--- config.mk ---
export PLATFORM = sky130hd
export DESIGN_NAME = coupler_startup
export DESIGN_NICKNAME = d
export VERILOG_FILES = /design/src/verilog/coupler_pkg.sv /design/src/verilog/led_ctrl_if.sv /design/src/verilog/coupler_startup.sv /design/src/verilog/led_driver.sv
export SDC_FILE = /design/constraint.sdc
export NUM_CORES = 1
export LEC_CHECK = 0
export BUFFER_PORTS_ARGS = -buffer_cell sky130_fd_sc_hd__buf_2
export CAP_MARGIN = 20
export CELL_PAD_IN_SITES_DETAIL_PLACEMENT = 1
export CELL_PAD_IN_SITES_GLOBAL_PLACEMENT = 1
export CORE_MARGIN = 3
export CORE_UTILIZATION = 43
export CTS_BUF_LIST = sky130_fd_sc_hd__clkbuf_16
export DETAILED_ROUTE_END_ITERATION = 16
export GPL_TIMING_DRIVEN = 0
export HOLD_SLACK_MARGIN = 0.05
export PLACE_DENSITY = 0.87
export SKIP_LAST_GASP = 1
export SYNTH_ARGS = -nofsm -noshare
export SYNTH_HDL_FRONTEND = slang
export SYNTH_SLANG_ARGS = --single-unit
--- constraint.sdc ---
create_clock -name clk -period 5.6 [get_ports clk]
set_input_delay 0.56 -clock clk [delete_from_list [all_inputs] [get_ports clk]]
set_output_delay 0.56 -clock clk [all_outputs]
set_load 0.02 [all_outputs]
--- src/verilog/coupler_pkg.sv ---
// Package: constants, types and register map of the coupler start-up controller
package coupler_pkg;

    // ****************************************************************
    // Timing
    // ****************************************************************
    localparam int CLK_MHZ   = 100;
    localparam int BLINK_MS  = 250;
    localparam int BLINK_CYC = BLINK_MS * 1000 * CLK_MHZ;

    // ****************************************************************
    // Register map (byte addresses)
    // ****************************************************************
    localparam int          ADDR_W         = 5;
    localparam logic [4:0]  OFS_STATUS     = 5'h00;
    localparam logic [4:0]  OFS_LINK       = 5'h04;
    localparam logic [4:0]  OFS_IRQ_STATUS = 5'h08;
    localparam logic [4:0]  OFS_IRQ_CLEAR  = 5'h0c;
    localparam logic [4:0]  OFS_IRQ_ENABLE = 5'h10;
    localparam logic [4:0]  OFS_CONTROL    = 5'h14;

    // Status register fields
    localparam int STAT_STATE_LSB = 0;
    localparam int STAT_COUNT_LSB = 8;
    localparam int STAT_SW_LSB    = 16;
    // Control register fields
    localparam int CTRL_BLANK     = 0;

    // ****************************************************************
    // Events and interrupts
    // ****************************************************************
    localparam int NUM_EV      = 4;
    localparam int EV_STOP     = 0;
    localparam int EV_FIELDBUS = 1;
    localparam int EV_PARAM    = 2;
    localparam int EV_LINK     = 3;
    localparam logic [3:0] IRQ_EN_RST = 4'h0;

    // ****************************************************************
    // Switches, terminals, link settings
    // ****************************************************************
    localparam int          NUM_SW      = 10;
    localparam int          SW_RATE     = 0;
    localparam int          SW_AUTO     = 1;
    localparam int          SW_DUPLEX   = 2;
    localparam int          SW_COMMIT   = 9;
    localparam logic [9:0]  SW_ALL_ON   = 10'h3ff;
    localparam logic [9:0]  SW_BOOTDEL  = 10'h1ff;
    localparam logic [9:0]  SW_ALL_OFF  = 10'h000;
    localparam int          CFG_W       = 8;
    localparam int          LIST_DEPTH  = 16;
    localparam int          CNT_W       = 8;
    localparam logic [7:0]  CNT_MAX     = 8'hff;
    localparam logic [2:0]  LINK_RST    = 3'h7;

    typedef enum logic [1:0] {
        NV_NONE, NV_FACTORY, NV_BOOTDEL, NV_LINK
    } nv_cmd_type;

    typedef enum logic [3:0] {
        ST_SELFTEST, ST_TERMTEST, ST_DECIDE, ST_NV_WAIT,
        ST_LINK_SETUP, ST_PARAM_OK, ST_FIELDBUS, ST_STOP
    } state_type;

    typedef enum logic [2:0] {
        LED_OFF, LED_TEST, LED_RUN, LED_STOP, LED_ALT, LED_ALT_ERR, LED_STEADY, LED_FLASH
    } led_mode_type;

endpackage : coupler_pkg

--- src/verilog/led_ctrl_if.sv ---
// Interface: indicator pattern request from sequencer to indicator driver
`timescale 1ns/1ps
interface led_ctrl_if;
    import coupler_pkg::*;
    led_mode_type mode;
    logic         blank;
    modport ctrl (output mode, output blank);
    modport drv  (input mode, input blank);
endinterface : led_ctrl_if

--- src/verilog/coupler_startup.sv ---
// Module: power-up sequencer and switch-driven parameter loader with register slave
`timescale 1ns/1ps

// Function
// - After power-on, self test components and terminal bus, red I/O indicator blinking.
// - Then test terminals, read configuration, build a structure list kept internal.
// - Any startup error sends the sequencer to the stop state.
// - Error-free startup ends in the fieldbus start state.
// - Stop state is left only by a fresh power-on reset.
// - Parameter mode only when the end terminal alone is fitted; else normal settings.
// - All switches ON: restore defaults; error lit, run/error I/O alternate.
// - Controller variant: switches 1-9 ON, 10 OFF deletes boot project; alternate flash.
// - All switches OFF: enter link setup with run and error I/O lit steadily.
// - Switch 1 picks line rate: OFF 10 MBaud, ON 100 MBaud, default 100.
// - Switch 2 picks automatic rate detection: OFF disabled, ON enabled, default on.
// - Switch 3 picks duplex: OFF half, ON full, default full.
// - Switch 10 ON commits link settings; store them and flash both I/O indicators.
module coupler_startup #(
    parameter int unsigned BLINK_HALF = coupler_pkg::BLINK_CYC,
    parameter bit          IS_CTRL    = 1'b0
) (
    input  wire logic                          clk,
    input  wire logic                          rstn,
    input  wire logic                          ce,
    input  wire logic [coupler_pkg::NUM_SW-1:0] sw_pin,
    input  wire logic                          selftest_done,
    input  wire logic                          selftest_err,
    input  wire logic                          term_done,
    input  wire logic                          term_err,
    input  wire logic                          term_cfg_valid,
    input  wire logic [coupler_pkg::CFG_W-1:0]  term_cfg_data,
    input  wire logic                          nv_done,
    input  wire logic                          nv_err,
    output coupler_pkg::nv_cmd_type            nv_cmd,
    output logic                               nv_req,
    output logic                               link_rate_100,
    output logic                               link_auto,
    output logic                               link_full,
    output logic                               fieldbus_run,
    output logic                               led_io_run,
    output logic                               led_io_err,
    output logic                               led_err,
    input  wire logic [coupler_pkg::ADDR_W-1:0] avs_address,
    input  wire logic                          avs_read,
    input  wire logic                          avs_write,
    input  wire logic [31:0]                   avs_writedata,
    output logic      [31:0]                   avs_readdata,
    output logic                               avs_waitrequest,
    output logic                               irq
);
    import coupler_pkg::*;

    state_type               state;
    state_type               next_state;
    logic [NUM_SW-1:0]       sw_meta;
    logic [NUM_SW-1:0]       sw_sync;
    logic [NUM_SW-1:0]       sw_cap;
    logic [CNT_W-1:0]        term_count;
    logic [CFG_W-1:0]        struct_list [LIST_DEPTH];
    logic [NUM_EV-1:0]       events;
    logic [NUM_EV-1:0]       irq_status;
    logic [NUM_EV-1:0]       irq_enable;
    logic                    blank;
    logic [31:0]             rd_value;
    logic                    wr_hit;
    logic                    commit;
    led_ctrl_if              leds ();

    function automatic logic is_end_only(input logic [CNT_W-1:0] cnt);
        return cnt == '0;
    endfunction : is_end_only

    // ****************************************************************
    // Switch pins into the clock domain
    // ****************************************************************
    always_ff @(posedge clk) begin
        if (!rstn) begin
            sw_meta <= '0;
            sw_sync <= '0;
        end else if (ce) begin
            sw_meta <= sw_pin;
            sw_sync <= sw_meta;
        end
    end

    // Switch image frozen once the terminal scan finishes
    always_ff @(posedge clk) begin
        if (!rstn) begin
            sw_cap <= '0;
        end else if (ce && state == ST_TERMTEST && term_done) begin
            sw_cap <= sw_sync;
        end
    end

    // ****************************************************************
    // Terminal structure list
    // ****************************************************************
    // Not visible on the bus on purpose; only the count is reported
    always_ff @(posedge clk) begin
        if (!rstn) begin
            term_count <= '0;
        end else if (ce && state == ST_TERMTEST && term_cfg_valid) begin
            if (term_count != CNT_MAX) begin
                term_count <= term_count + CNT_W'(1);
            end
        end
    end

    always_ff @(posedge clk) begin
        if (ce && state == ST_TERMTEST && term_cfg_valid && term_count < CNT_W'(LIST_DEPTH)) begin
            struct_list[term_count[$clog2(LIST_DEPTH)-1:0]] <= term_cfg_data;
        end
    end

    // ****************************************************************
    // Sequencer
    // ****************************************************************
    assign commit = sw_sync[SW_COMMIT];

    always_comb begin
        next_state = state;
        unique case (state)
            ST_SELFTEST: begin
                if (selftest_done) begin
                    next_state = selftest_err ? ST_STOP : ST_TERMTEST;
                end
            end
            ST_TERMTEST: begin
                if (term_done) begin
                    next_state = term_err ? ST_STOP : ST_DECIDE;
                end
            end
            ST_DECIDE: begin
                if (!is_end_only(term_count)) begin
                    next_state = ST_FIELDBUS;
                end else if (sw_cap == SW_ALL_ON) begin
                    next_state = ST_NV_WAIT;
                end else if (sw_cap == SW_BOOTDEL && IS_CTRL) begin
                    next_state = ST_NV_WAIT;
                end else if (sw_cap == SW_ALL_OFF) begin
                    next_state = ST_LINK_SETUP;
                end else begin
                    next_state = ST_FIELDBUS;
                end
            end
            ST_LINK_SETUP: begin
                if (commit) begin
                    next_state = ST_NV_WAIT;
                end
            end
            ST_NV_WAIT: begin
                if (nv_done) begin
                    next_state = nv_err ? ST_STOP : ST_PARAM_OK;
                end
            end
            ST_PARAM_OK:  next_state = ST_PARAM_OK;
            ST_FIELDBUS:  next_state = ST_FIELDBUS;
            ST_STOP:      next_state = ST_STOP;
        endcase
    end

    always_ff @(posedge clk) begin
        if (!rstn) begin
            state <= ST_SELFTEST;
        end else if (ce) begin
            state <= next_state;
        end
    end

    // Fieldbus start flag
    always_ff @(posedge clk) begin
        if (!rstn) begin
            fieldbus_run <= 1'b0;
        end else if (ce) begin
            fieldbus_run <= next_state == ST_FIELDBUS;
        end
    end

    // ****************************************************************
    // Non-volatile store requests
    // ****************************************************************
    always_ff @(posedge clk) begin
        if (!rstn) begin
            nv_req <= 1'b0;
            nv_cmd <= NV_NONE;
        end else if (ce) begin
            if (state == ST_NV_WAIT && nv_done) begin
                nv_req <= 1'b0;
            end else if (state == ST_DECIDE && next_state == ST_NV_WAIT) begin
                nv_req <= 1'b1;
                nv_cmd <= (sw_cap == SW_ALL_ON) ? NV_FACTORY : NV_BOOTDEL;
            end else if (state == ST_LINK_SETUP && commit) begin
                nv_req <= 1'b1;
                nv_cmd <= NV_LINK;
            end
        end
    end

    // Link settings, taken live from switches 1-3 at the commit
    always_ff @(posedge clk) begin
        if (!rstn) begin
            {link_full, link_auto, link_rate_100} <= LINK_RST;
        end else if (ce && state == ST_LINK_SETUP && commit) begin
            link_rate_100 <= sw_sync[SW_RATE];
            link_auto     <= sw_sync[SW_AUTO];
            link_full     <= sw_sync[SW_DUPLEX];
        end
    end

    // ****************************************************************
    // Indicators
    // ****************************************************************
    always_ff @(posedge clk) begin
        if (!rstn) begin
            leds.mode <= LED_TEST;
        end else if (ce) begin
            unique case (next_state)
                ST_SELFTEST:   leds.mode <= LED_TEST;
                ST_TERMTEST,
                ST_DECIDE,
                ST_NV_WAIT:    leds.mode <= LED_OFF;
                ST_LINK_SETUP: leds.mode <= LED_STEADY;
                ST_PARAM_OK: begin
                    unique case (nv_cmd)
                        NV_FACTORY: leds.mode <= LED_ALT_ERR;
                        NV_LINK:    leds.mode <= LED_FLASH;
                        default:    leds.mode <= LED_ALT;
                    endcase
                end
                ST_FIELDBUS:   leds.mode <= LED_RUN;
                ST_STOP:       leds.mode <= LED_STOP;
            endcase
        end
    end

    assign leds.blank = blank;

    led_driver #(
        .HALF_CYC (BLINK_HALF)
    ) u_led (
        .clk    (clk),
        .rstn   (rstn),
        .ce     (ce),
        .leds   (leds.drv),
        .io_run (led_io_run),
        .io_err (led_io_err),
        .err    (led_err)
    );

    // ****************************************************************
    // Interrupts
    // ****************************************************************
    always_comb begin
        events              = '0;
        events[EV_STOP]     = state != ST_STOP && next_state == ST_STOP;
        events[EV_FIELDBUS] = state != ST_FIELDBUS && next_state == ST_FIELDBUS;
        events[EV_PARAM]    = state != ST_PARAM_OK && next_state == ST_PARAM_OK;
        events[EV_LINK]     = state == ST_LINK_SETUP && commit;
    end

    assign wr_hit = avs_write && !avs_waitrequest;

    // Set wins over a clear in the same cycle
    always_ff @(posedge clk) begin
        if (!rstn) begin
            irq_status <= '0;
        end else if (ce) begin
            if (wr_hit && avs_address == OFS_IRQ_CLEAR) begin
                irq_status <= (irq_status & ~avs_writedata[NUM_EV-1:0]) | events;
            end else begin
                irq_status <= irq_status | events;
            end
        end
    end

    always_ff @(posedge clk) begin
        if (!rstn) begin
            irq <= 1'b0;
        end else if (ce) begin
            irq <= |(irq_status & irq_enable);
        end
    end

    // ****************************************************************
    // Register slave
    // ****************************************************************
    always_ff @(posedge clk) begin
        if (!rstn) begin
            irq_enable <= IRQ_EN_RST;
            blank      <= 1'b0;
        end else if (ce && wr_hit) begin
            if (avs_address == OFS_IRQ_ENABLE) begin
                irq_enable <= avs_writedata[NUM_EV-1:0];
            end
            if (avs_address == OFS_CONTROL) begin
                blank <= avs_writedata[CTRL_BLANK];
            end
        end
    end

    always_comb begin
        rd_value = '0;
        unique case (avs_address)
            OFS_STATUS: begin
                rd_value[STAT_STATE_LSB +: 4]      = 4'(state);
                rd_value[STAT_COUNT_LSB +: CNT_W]  = term_count;
                rd_value[STAT_SW_LSB +: NUM_SW]    = sw_cap;
            end
            OFS_LINK:       rd_value[2:0] = {link_full, link_auto, link_rate_100};
            OFS_IRQ_STATUS: rd_value[NUM_EV-1:0] = irq_status;
            OFS_IRQ_ENABLE: rd_value[NUM_EV-1:0] = irq_enable;
            OFS_CONTROL:    rd_value[CTRL_BLANK] = blank;
            default:        rd_value = '0;
        endcase
    end

    // One wait cycle on every access; unmapped reads give zero
    always_ff @(posedge clk) begin
        if (!rstn) begin
            avs_waitrequest <= 1'b1;
            avs_readdata    <= '0;
        end else if (ce) begin
            if (!avs_waitrequest) begin
                avs_waitrequest <= 1'b1;
            end else if (avs_read || avs_write) begin
                avs_waitrequest <= 1'b0;
                avs_readdata    <= rd_value;
            end
        end
    end
endmodule : coupler_startup

--- src/verilog/led_driver.sv ---
// Module: indicator pattern generator (blink, alternate and steady patterns)
`timescale 1ns/1ps
module led_driver #(
    parameter int unsigned HALF_CYC = coupler_pkg::BLINK_CYC
) (
    input  wire logic clk,
    input  wire logic rstn,
    input  wire logic ce,
    led_ctrl_if.drv   leds,
    output logic      io_run,
    output logic      io_err,
    output logic      err
);
    import coupler_pkg::*;

    localparam int CW = $clog2(HALF_CYC + 1);
    localparam logic [CW-1:0] LAST = CW'(HALF_CYC - 1);

    logic [CW-1:0] count;
    logic          phase;

    // ****************************************************************
    // Pattern timebase
    // ****************************************************************
    always_ff @(posedge clk) begin
        if (!rstn) begin
            count <= '0;
            phase <= 1'b0;
        end else if (ce) begin
            if (count == LAST) begin
                count <= '0;
                phase <= !phase;
            end else begin
                count <= count + CW'(1);
            end
        end
    end

    // ****************************************************************
    // Patterns
    // ****************************************************************
    always_ff @(posedge clk) begin
        if (!rstn) begin
            io_run <= 1'b0;
            io_err <= 1'b0;
            err    <= 1'b0;
        end else if (ce) begin
            io_run <= 1'b0;
            io_err <= 1'b0;
            err    <= 1'b0;
            if (!leds.blank) begin
                unique case (leds.mode)
                    LED_OFF:     ;
                    LED_TEST:    io_err <= phase;
                    LED_RUN:     io_run <= 1'b1;
                    LED_STOP: begin
                        io_err <= 1'b1;
                        err    <= 1'b1;
                    end
                    LED_ALT: begin
                        io_run <= phase;
                        io_err <= !phase;
                    end
                    LED_ALT_ERR: begin
                        io_run <= phase;
                        io_err <= !phase;
                        err    <= 1'b1;
                    end
                    LED_STEADY: begin
                        io_run <= 1'b1;
                        io_err <= 1'b1;
                    end
                    LED_FLASH: begin
                        io_run <= phase;
                        io_err <= phase;
                    end
                endcase
            end
        end
    end

endmodule : led_driver

Word-level counts from Yosys, hierarchy flattened
Index checks and enable logic that the tools add are counted.
Cells by class
  $add $sub $neg: 2
  eq/ne operators: 34
  mux-type cells: 33
  bitwise gates (word level): 6
  reductions and logical operators: 39
Operators by type and width (number)
  equality test 4 x 3 -> 1 bit, second input constant: 8
  one-hot mux 4 bit (8 select lines): 1
  adder 25 x 1 -> 25 bit, second input constant: 1
  equality test 25 bit, second input constant: 1
  2-to-1 mux 25 bit: 1
  2-to-1 mux 4 bit: 5
  2-to-1 mux 18 bit: 1
  one-hot mux 3 bit (6 select lines): 1
  equality test 4 x 2 -> 1 bit, second input constant: 4
  logical AND 1 bit: 14
  equality test 3 bit, second input constant: 4
  2-to-1 mux 3 bit: 4
  inequality test 4 x 3 -> 1 bit, second input constant: 3
  equality test 10 bit, second input constant: 1
  equality test 5 x 4 -> 1 bit, second input constant: 2
  equality test 5 bit, second input constant: 2
  logical NOT 10 bit: 1
  2-to-1 mux 2 bit: 5
  AND reduction 2 bit: 5
  OR reduction 2 bit: 5
  2-to-1 mux 1 bit: 9
  adder 8 x 1 -> 8 bit, second input constant: 1
  AND 4 bit: 2
  equality test 4 x 1 -> 1 bit, second input constant: 2
  other kinds (24): 31
Storage, ports and cells
  register bits: 114
  input port bits: 67
  output and inout port bits: 44

Logic depth before layout (Yosys ltp)
Gate-level depths: netlist (run 1).
  word-level depth: 9
  depth in mapped cells: 8
  gate-level depth less buffers: 8

Hierarchy
From an unflattened synthesis (run 1), not the netlist that was laid out.
Unflattened totals
  cells, all modules: 577
  area, all modules: 5162.5 sq um
By module, submodules not included
  coupler_startup: times used 1, cells an instance 413, area each 3757.4 sq um, seq. area each 1701.6 sq um
  led_driver: times used 1, cells an instance 164, area each 1405.1 sq um, seq. area each 580.6 sq um

Least setup slack after synthesis (run 1)
Ideal clock, no wire load.
  kind: register to register
  start point: register term_count[0]
  end point: register irq_status[1]
  library setup time: 0.116 ns
  arrival time: 1.917 ns
  data required time: 5.484 ns
  slack: 3.567 ns
  cell stages (with the launch flop): 9
  period minus slack after synthesis: 2.033 ns
  cell sequence: dfxtp_1 inv_1 ha_1 or4b_4 nor4_4 nand2_2 a32oi_2 nor4b_1 o211a_1
Between the ends
  word-level cells in the longest chain between the ends: 7
  elaborated cells between the ends (all ways): 8
  classes of those cells: 1 x eq/ne; 3 x mux; 2 x bitwise; 2 x reduce/logical
Ends and longest elaborated chain
  from (decl): RTL line coupler_startup.sv:58  | logic [CNT_W-1:0] term_count;
  from (signal assigned): RTL line coupler_startup.sv:104  | term_count <= term_count + CNT_W'(1);
  logical NOT 8 bit (*): RTL line coupler_startup.sv:70  | return cnt == '0;
  2-to-1 mux 3 bit (*): RTL line coupler_startup.sv:134  | if (!is_end_only(term_count)) begin
  one-hot mux 4 bit (8 select lines) (*): RTL line coupler_startup.sv:122  | unique case (state)
  equality test 4 x 3 -> 1 bit (*): RTL line coupler_startup.sv:256  | events[EV_FIELDBUS] = state != ST_FIELDBUS && next_state == ST_FIELDBUS;
  logical AND 1 bit (*): RTL line coupler_startup.sv:256
  bitwise OR 4 bit, on equally long branches: RTL line coupler_startup.sv:271, coupler_startup.sv:269
  2-to-1 mux 4 bit (*): RTL line coupler_startup.sv:268  | if (wr_hit && avs_address == OFS_IRQ_CLEAR) begin
  to (signal assigned): RTL line coupler_startup.sv:269  | irq_status <= (irq_status & ~avs_writedata[NUM_EV-1:0]) | events;
  to (signal assigned): RTL line coupler_startup.sv:271  | irq_status <= irq_status | events;
  to (decl): RTL line coupler_startup.sv:61  | logic [NUM_EV-1:0] irq_status;
Mark *: on every way between the ends. The rest lies on a longest branch, timed or not.
A chain may end at the register's enable or synchronous reset.

Worst setup path in the final report (run 1)
Ends and elaborated chain as after synthesis.

==> results of run 1 <==
worst register-to-register path: stages, from the launching register on:
cell and delay (ps):
dfxtp_1 390, inv_1 100, ha_1 130, or4b_4 470, nor4_4 280, a31oi_1 210
o21ai_0 350, nor4b_1 140, o211a_1 240
final timing paths:
path                                    start             to  cells past startpoint
worst min-delay path                sw_pin[5]     sw_meta[5]                      3
worst max register to register  term_count[0]  irq_status[1]                      8
worst min register to register   u_led.io_err   u_led.io_err                      2
worst max-delay path            term_count[0]  irq_status[1]                      8
synth_stat cells, drive strengths merged (13+ instances only):
cell / number / area share (%)
buf: 19 / 2.5
xor2: 19 / 3.4
nand4: 16 / 2.0
mux2i: 40 / 8.1
a22oi: 25 / 3.8
xnor2: 15 / 2.6
clkbuf: 19 / 1.8
nand2: 31 / 2.4
nor2: 110 / 8.3
inv: 15 / 1.1
dfxtp: 114 / 46
nor3: 13 / 1.4
metal layers:
layer  vias up  share of wire, %  track usage [%]
li1       2096                 -                -
met1      2175                41             27.2
met2       105                51             40.8
met3        38               4.8             6.37
met4         0               2.7             11.5
met5         -                 0                0
flip-flops by register name (all words and copies together) (netlist names), 3 cells and up:
signal,flops
u_led.count,25
irq_enable,4
irq_status,4
sw_sync,10
leds.mode,3
avs_readdata,22
state,4
sw_cap,10
sw_meta,10
term_count,8
logic make-up after synthesis:
kind of cell	count (synthesis)	share of synthesized area, %
compound gates	84	12.4
simple gates	218	21.0
flops	114	45.9
xor+xnor	34	6.00
other cells	1	0.0755
fa+ha+maj	3	0.756
buf+inv	53	5.47
mux	41	8.29
stage by stage:
stage | area, um2 | setup WS (ps) | hold WS [ps] | power (uW) | std cells
global route | 6020 | 2980 | 395 | 2100 | 792
global placement | 5490 | 3200 | 459 | 1070 | 760
detailed placement | 5490 | 3100 | 461 | 1070 | 760
finish | 6020 | 3180 | 369 | 2030 | 792
CTS | 6020 | 3200 | 372 | 2040 | 792
floorplan | 5000 | 3570 | 449 | 1010 | 557
power by group through the flow:
| stage | logic (uW) | clock network, uW | registers (uW) |
|---|---|---|---|
| 2_1_floorplan | 138 | 0 | 872 |
| 3_3_place_gp | 194 | 0 | 871 |
| 3_5_place_dp | 201 | 0 | 873 |
| 4_1_cts | 208 | 972 | 857 |
| 5_1_grt | 227 | 1020 | 860 |
| 6_report | 209 | 963 | 858 |
layout make-up:
type	instances	area (um2)
Tap cell	140	175
Timing Repair Buffer	63	315
Sequential cell	114	2280
Buffer	38	215
Clock inverter	15	103
Inverter	15	56.3
Multi-Input combinational cell	390	2450
Clock buffer	17	425
Fill cell	1327	5060
==> results.md, run 1 <==
- Max Fclk: 0.413 GHz
- Net Sw Frac: 25.8%
- WL/cell: 18.5 um
- PortBufs: 63
- # rows: 38
- VDD IR max: 230 uV
- Final WL: 14.7 mm
- Worst path buffer plus inverter count: 1
- Routability cong.: 0.920
- Clk slew on worst S/H paths: 50 ps
- Worst Path Arrival: 2730 ps
- Comb pwr share: 10.3%
- Cells after Synth: 548
- Min Tclk post-route: 2420 ps
- R2R setup slack: 3180 ps
- Final max-slew violation count: 0
- Mapped Area: 4970 um2
- Final hold violations: 0
- Most frequent cells in the layout: dfxtp_1 (114), nor2_1 (110), buf_2 (69)
- EDFF count, synth: 0
- Total grt overflow: 0
- Top Ports: 111
- Antenna fix cells: 0
- Clock power frac: 47.4%
- First-pass GRT wire length: 23.9 mm
- Share of post-route cells with drive strength above 1: 18.4%
- Worst EP required: 5910 ps
- HP Class: in -> reg
- CTS Sinks: 114
- Die Area: 12,900 um2
- Layout area overhead: 21.2%
- Actual slew at the worst max-slew pin: 1030 ps
- Status: finished, final reports clean
- Critical-path top delay cell: or4b_4
- H-tree Lvls: 4
- Most common cell after layout, fill and taps aside: dfxtp_1
- Clk_lat worst skew: 430 ps
- Final core occ: 54.3%
- Max-slew headroom: 30.6%
- Distinct cell type count after synthesis: 66
- WS Path Type: reg -> reg
- #FFs+latches synth: 114
- Core ar.: 11,100 um2
- Die W: 113 um
- Synth warnings: 0
- Nets@finish: 709
- RSZ-0062 raised after global routing: false
- Synthesized area per cell: 9.06 um2
- Int Pwr: 1510 uW
- Drt initial violations: 258
- Post-DP HPWL: 10.4 mm
- Largest net degree at the start of global routing: 17
- Top Family by Delay on Critical Path: simple AND/OR/NAND/NOR gates
- Critical Path Max Stage Delay: 470 ps
- Vias in the first global route: 4,820
- Critical Path End Type: flop
- Crit path launch type: flop
- Routed via count: 4,414
- Reg power frac: 42.2%
- CTS tree: yes
- Post-CTS resize count: 0
- DRC errors left: 0
- Fin Clk Skew: 12.0 ps
- Starting Density: 44.8%
- DRT Pass-1 Iters: 4
- Via-per-instance ratio: 5.57
- Overall routing resource usage: 23.7%
- Max Cap Viol: 0
- TNS Setup: 0 ps
- P_sw: 524 uW
- Tcrit/Tclk final: 43.3%
- Initial antenna violation count: 0
- Asr flop ratio synth: 0%
- Post-synthesis sequential area ratio: 45.9%
- Cell breakdown of the critical path: inv_1 -> ha_1 -> or4b_4 -> nor4_4 -> a31oi_1 -> o21ai_0 -> nor4b_1 -> o211a_1
- Post-CTS setup buffers: 0
- Root Buffer: clkbuf_16
- CTS Hold Bufs: 0
- Die height: 113 um
- Top FF cell, synth: dfxtp_1
- Num CTS Buffers: 17
- PwrDens: 337 nW/um2
- Max Buffers Root-to-Sink: 2
- Leak pwr: 0.00254 uW
- Post-route ant nets: 0
- Final setup viols: 0
- CP max FO: 7
Note: power is estimated with default switching activity, not from simulation.
==> run 2, diff against run 1 <==
CORE_UTILIZATION = 36   (was 43)
PLACE_DENSITY = 0.78   (was 0.87)
clock period = 2.2 ns   (was 5.6 ns; I/O delays follow)
==> run 2 against run 1 <==
Compared with the run above: the run now ends with negative setup slack left; first-iteration DRC count fell by 17%; sequential power rose to 2.5 times the previous value; non-clock buffer count rose by 10; largest power group unchanged; highest routed layer unchanged; critical endpoint unchanged.
==> results.md, run 2 (synthesis results as in run 1) <==
- Placed insts: 796 (was 760)
- Hold_sp: sw_pin[6] (was sw_pin[5])
- Starting Density: 37.2% (was 44.8%)
- Cell breakdown of the critical path: inv_4 -> ha_4 -> or4b_4 -> nor4_4 -> nand2_2 -> a32oi_4 -> buf_12 -> nor4b_4 -> o211a_1 (was inv_1 -> ha_1 -> or4b_4 -> nor4_4 -> a31oi_1 -> o21ai_0 -> nor4b_1 -> o211a_1)
- Top sig layer: met4 (unchanged)
- Fill count: 1,569 (was 1,327)
- Die height: 123 um (was 113 um)
- Worst path buffer plus inverter count: 2 (was 1)
- Root Buffer: clkbuf_16 (unchanged)
- Met1 wire length: 6.10 mm (was 6.09 mm)
- WS Path Type: reg -> reg (unchanged)
- Via-per-instance ratio: 5.25 (was 5.57)
- Largest Register: u_led.count (unchanged)
- Largest registers: u_led.count (25), avs_readdata (22) (unchanged)
- Failing checks: negative setup slack
- Final WS setup: -43.8 ps (was 3180 ps)
- RR Endpoint: irq_status[1] (unchanged)
- Num CTS Buffers: 17 (unchanged)
- PwrDens: 834 nW/um2 (was 337 nW/um2)
- Routability cong.: 0.908 (was 0.920)
- DR WL met2: 7.36 mm (was 7.50 mm)
- Register area: 2290 um2 (was 2280 um2)
- Non-filler instance count after layout: 837 (was 792)
- Status: complete, but fails checks (was finished, final reports clean)
- Layout area overhead: 26.2% (was 21.2%)
- First-pass GRT wire length: 23.0 mm (was 23.9 mm)
- Max Buffers Root-to-Sink: 2 (unchanged)
- Most frequent cells in the layout: dfxtp_1 (112), nor2_1 (109), buf_2 (69) (was dfxtp_1 (114), nor2_1 (110), buf_2 (69))
- CP max FO: 7 (unchanged)
- End of the worst hold path: sw_meta[6] (was sw_meta[5])
- Final setup viols: 4 (was 0)
- Min Tclk post-route: 2240 ps (was 2420 ps)
- Die Area: 15,200 um2 (was 12,900 um2)
- WL/cell: 17.3 um (was 18.5 um)
- Tcrit/Tclk final: 102% (was 43.3%)
- CTS tree: yes (unchanged)
- Clk slew on worst S/H paths: 50 ps (about the same)
- Worst EP required: 2510 ps (was 5910 ps)
- Max Cap Viol: 0 (unchanged)
- Most common cell after layout, fill and taps aside: dfxtp_1 (unchanged)
- Hold-critical path depth: 3 (unchanged)
- Top Ports: 111 (unchanged)
- Worst Path Arrival: 2550 ps (was 2730 ps)
- Leak pwr: 0.00263 uW (was 0.00254 uW)
- RSZ-0062 raised after global routing: true (was false)
- Overall routing resource usage: 19.6% (was 23.7%)
- Critical Path Max Stage Delay: 470 ps (about the same)
- Antenna fix cells: 0 (unchanged)
- Initial antenna violation count: 0 (unchanged)
- # rows: 42 (was 38)
- Post-route ant nets: 0 (unchanged)
- R2r worst-path depth: 9 (was 8)
- Core ar.: 13,300 um2 (was 11,100 um2)
- Nets@finish: 719 (was 709)
- Max Fclk: 0.446 GHz (was 0.413 GHz)
- Post-DP HPWL: 10.5 mm (was 10.4 mm)
- Final max-slew violation count: 0 (unchanged)
- H-tree Lvls: 4 (unchanged)
- VDD IR max: 448 uV (was 230 uV)
- Final hold violations: 0 (unchanged)
- Top Family by Delay on Critical Path: simple AND/OR/NAND/NOR gates (unchanged)
- Total grt overflow: 0 (unchanged)
- DRT Pass-1 Iters: 4 (unchanged)
- Actual slew at the worst max-slew pin: 1090 ps (was 1030 ps)
- HP Class: in -> reg (unchanged)
- TNS Setup: -102 ps (was 0 ps)
- Final WL: 14.5 mm (was 14.7 mm)
- Critical-path top delay cell: or4b_4 (unchanged)
- Share of post-route cells with drive strength above 1: 20.7% (was 18.4%)
- R2r startpoint: term_count[0] (unchanged)
- Critical Path End Type: flop (unchanged)
- Largest net degree at the start of global routing: 17 (unchanged)
- CTS Sinks: 114 (unchanged)
- Drt initial violations: 214 (was 258)
- Vias in the first global route: 4,648 (was 4,820)
- PortBufs: 63 (unchanged)
- Die W: 123 um (was 113 um)
- Max-slew headroom: 26.6% (was 30.6%)
- Routed via count: 4,397 (was 4,414)
- Fin Clk Skew: 9.81 ps (was 12.0 ps)
- Crit path launch type: flop (unchanged)
- Clk_lat worst skew: 420 ps (was 430 ps)
- Max reg flops: 25 (unchanged)
- R2R setup slack: -40 ps (was 3180 ps)
- Pwr Total: 5230 uW (was 2030 uW)
- DRC errors left: 0 (unchanged)
- Area of the multi-input gates: 2550 um2 (was 2450 um2)
- Routed wl met3: 736 um (was 700 um)
==> run 2: metal layers <==
metal / track usage, % / up-vias
li1: - / 2116
met1: 22.6 / 2148
met2: 34.1 / 110
met3: 4.39 / 23
met4: 9.34 / 0
met5: 0 / -
==> run 2: cell type report <==
| type | instances | share of cell area (%) |
|---|---|---|
| tap | 176 | 3.51 |
| clock inverter | 14 | 1.34 |
| timing repair buffer | 75 | 6.83 |
| inverter | 15 | 0.978 |
| sequential | 114 | 36.5 |
| buffer | 36 | 3.31 |
| multi-input combinational | 390 | 40.7 |
| clock buffer | 17 | 6.79 |
==> run 2: worst reg2reg max path, stage by stage, from the launching register on <==
cell and delay (ps):
dfxtp_4 350, inv_4 60, ha_4 110, or4b_4 470, nor4_4 280, nand2_2 140
a32oi_4 280, buf_12 160, nor4b_4 50, o211a_1 230
==> run 2: stage by stage <==
| stage | hold WS, ps | instance area, um2 | utilization (%) | setup WS [ps] |
|---|---|---|---|---|
| final | 56.1 | 6270 | 47.0 | -43.8 |
| after global routing | 80.3 | 6270 | 47.0 | -115 |
| after CTS | 50.5 | 6180 | 46.3 | -90.2 |
| after detailed placement | 464 | 5540 | 41.5 | -160 |
| after global placement | 456 | 5540 | 41.5 | -135 |
| after floorplan | 320 | 5000 | - | 167 |
==> run 2: report_power, final <==
part,total [uW],switching (uW),internal [uW]
Clock,2390,899,1490
Sequential,2180,53.0,2130
Combinational,659,379,280
Total,5230,1330,3900
==> run 2: how the worst max path moves through the flow <==
stage | end | slack [ps] | cells after the start | startpoint
after floorplan | irq_status[1] | 170 | 8 | term_count[0]
after global placement | irq_status[1] | -140 | 8 | term_count[0]
after detailed placement | irq_status[1] | -160 | 8 | term_count[0]
after CTS | irq_status[1] | -90 | 8 | term_count[1]
after global routing | irq_status[1] | -120 | 9 | term_count[0]
final | irq_status[1] | -40 | 9 | term_count[0]
==> run 2: timing repair <==
action                     4_1_cts  5_1_grt
buffers inserted                 6        2
hold buffers                     4        0
pin swaps                       11        7
hold endpoints to repair         4        0
setup endpoints to repair       28       35
resized for setup               14       13
==> run 3, diff against run 2 <==
CAP_MARGIN = default   (was 20)
HOLD_SLACK_MARGIN = 0.15   (was 0.05)
==> run 3 against run 2 <==
Compared with the run above: the flow still finishes with violations (negative setup slack); critical path depth unchanged; utilization grew 0.92 points; via count rose by 1.6%; clock power is essentially flat; worst hold slack better by 130 ps; routed wire length grew 2.7%; highest routed layer unchanged.
==> results.md, run 3 (synthesis results as in run 1) <==
- First-pass GRT wire length: 23.6 mm (was 23.0 mm)
- CP max FO: 7 (unchanged)
- DRC errors left: 0 (unchanged)
- Die height: 123 um (unchanged)
- Max-slew headroom: 25.6% (was 26.6%)
- Setup crit start: term_count[0] (unchanged)
- HP Class: in -> reg (unchanged)
- WL/cell: 17.5 um (was 17.3 um)
- Clk_lat worst skew: 420 ps (about the same)
- Crit path launch type: flop (unchanged)
- Final setup viols: 5 (was 4)
- Die W: 123 um (unchanged)
- Tcrit/Tclk final: 103% (was 102%)
- Drt initial violations: 264 (was 214)
- R2r startpoint: term_count[0] (unchanged)
- Die Area: 15,200 um2 (unchanged)
- PwrDens: 822 nW/um2 (was 834 nW/um2)
- Layout area overhead: 28.7% (was 26.2%)
- Fill count: 1,562 (was 1,569)
- Failing checks: negative setup slack (unchanged)
- R2r worst-path depth: 9 (unchanged)
- Worst path buffer plus inverter count: 2 (unchanged)
- Pwr Total: 5250 uW (was 5230 uW)
- Status: complete, but fails checks (unchanged)
- Initial antenna violation count: 1 (was 0)
- CTS tree: yes (unchanged)
- Final WS setup: -58.9 ps (was -43.8 ps)
- Overall routing resource usage: 20.1% (was 19.6%)
- Post-DP HPWL: 10.5 mm (unchanged)
- Vias in the first global route: 4,734 (was 4,648)
- Max reg flops: 25 (unchanged)
- DRT Pass-1 Iters: 4 (unchanged)
- Clk slew on worst S/H paths: 50 ps (about the same)
- Area of the multi-input gates: 2550 um2 (unchanged)
- Top Ports: 111 (unchanged)
- Total grt overflow: 0 (unchanged)
- Actual slew at the worst max-slew pin: 1110 ps (was 1090 ps)
- Register area: 2290 um2 (unchanged)
- WS Path Type: reg -> reg (unchanged)
- Cell count along the critical path: 9 (unchanged)
- Max Fclk: 0.443 GHz (was 0.446 GHz)
- Routability cong.: 0.908 (unchanged)
- # rows: 42 (unchanged)
- Critical Path End Type: flop (unchanged)
- Max Cap Viol: 0 (unchanged)
- PortBufs: 63 (unchanged)
- Leak pwr: 0.00268 uW (was 0.00263 uW)
- Critical Path Max Stage Delay: 470 ps (about the same)
- Worst EP required: 2500 ps (was 2510 ps)
- TNS Setup: -171 ps (was -102 ps)
- VDD IR max: 442 uV (was 448 uV)
- Worst slack, placed: -160 ps (unchanged)
- RSZ-0062 raised after global routing: true (unchanged)
- Largest net degree at the start of global routing: 17 (unchanged)
- Hold-critical path depth: 4 (was 3)
- Final hold violations: 0 (unchanged)
- Final max-slew violation count: 0 (unchanged)
- Post-route ant nets: 0 (unchanged)
- Max Buffers Root-to-Sink: 2 (unchanged)
- Top Family by Delay on Critical Path: simple AND/OR/NAND/NOR gates (unchanged)
- RR Endpoint: irq_status[1] (unchanged)
- CTS Sinks: 114 (unchanged)
- Most common cell after layout, fill and taps aside: dfxtp_1 (unchanged)
- R2R setup slack: -60 ps (was -40 ps)
- Routed via count: 4,467 (was 4,397)
- Num CTS Buffers: 17 (unchanged)
- Core ar.: 13,300 um2 (unchanged)
- Largest Register: u_led.count (unchanged)
- Worst Path Arrival: 2560 ps (was 2550 ps)
- Nets@finish: 731 (was 719)
- Root Buffer: clkbuf_16 (unchanged)
- Cell breakdown of the critical path: inv_4 -> ha_4 -> or4b_4 -> nor4_4 -> nand2_2 -> a32oi_4 -> buf_12 -> nor4b_4 -> o211a_1 (unchanged)
- Critical-path top delay cell: or4b_4 (unchanged)
- H-tree Lvls: 4 (unchanged)
- Most frequent cells in the layout: dfxtp_1 (112), nor2_1 (109), buf_2 (69) (unchanged)
- Largest registers: u_led.count (25), avs_readdata (22) (unchanged)
- Final WL: 14.9 mm (was 14.5 mm)
- Via-per-instance ratio: 5.26 (was 5.25)
- Min Tclk post-route: 2260 ps (was 2240 ps)
- Worst setup path endpoint: irq_status[1] (unchanged)
- Starting Density: 37.2% (unchanged)
- Share of post-route cells with drive strength above 1: 20.4% (was 20.7%)
- Fin Clk Skew: 10.1 ps (was 9.81 ps)
## run 3: changes by cell type in the layout (fill, tap and decap cells not counted)
cell           delta
diode_2           +1
dlygate4sd3_1    +12
## run 3: worst min-delay path by stage
stage / start / end / slack (ps)
finish: nv_done / nv_req / 190
global route: nv_done / nv_req / 230
CTS: nv_done / nv_req / 170
detailed placement: sw_pin[3] / sw_meta[3] / 460
global placement: sw_pin[9] / sw_meta[9] / 460
floorplan: selftest_done / state[3] / 320
## run 3: cell type report
type                            count  share of cell area (%)
Antenna cell                        1                  0.0392
Buffer                             36                    3.25
Clock buffer                       17                    6.66
Clock inverter                     14                    1.31
Inverter                           15                   0.959
Multi-Input combinational cell    390                    39.9
Sequential cell                   114                    35.8
Tap cell                          176                    3.45
Timing Repair Buffer               87                    8.57
## run 3: per-stage QoR
step / utilization [%] / cells / instance area [um2] / hold slack, ps
floorplan: - / 557 / 5000 / 320
global placement: 41.5 / 796 / 5540 / 456
detailed placement: 41.5 / 796 / 5540 / 464
CTS: 47.2 / 849 / 6300 / 172
global route: 47.9 / 850 / 6390 / 228
finish: 47.9 / 850 / 6390 / 191
## run 3: worst min-delay path, stage by stage
cell     delay, ps
buf_2          110
nand4_1         90
nand2_1         70
a21oi_1         60
## run 3: routing by layer
layer,GRT usage [%],wire length [um],vias to the layer above
li1,-,-,2142
met2,34.8,7570,106
met5,0,0,-
met1,23.2,6320,2192
met4,9.97,303,0
met3,4.62,679,27
## run 3: repair_timing
| item | 4_1_cts | 5_1_grt |
|---|---|---|
| hold buffers | 16 | 0 |
| gates resized for setup | 14 | 13 |
| pin swaps | 11 | 7 |
| endpoints found under the setup margin | 28 | 35 |
| hold endpoints to repair | 18 | 0 |
| setup buffers | 6 | 2 |
## run 3: power by group
group	internal, uW	switching (uW)
logic	294	387
registers	2130	54.6
clock network	1490	902
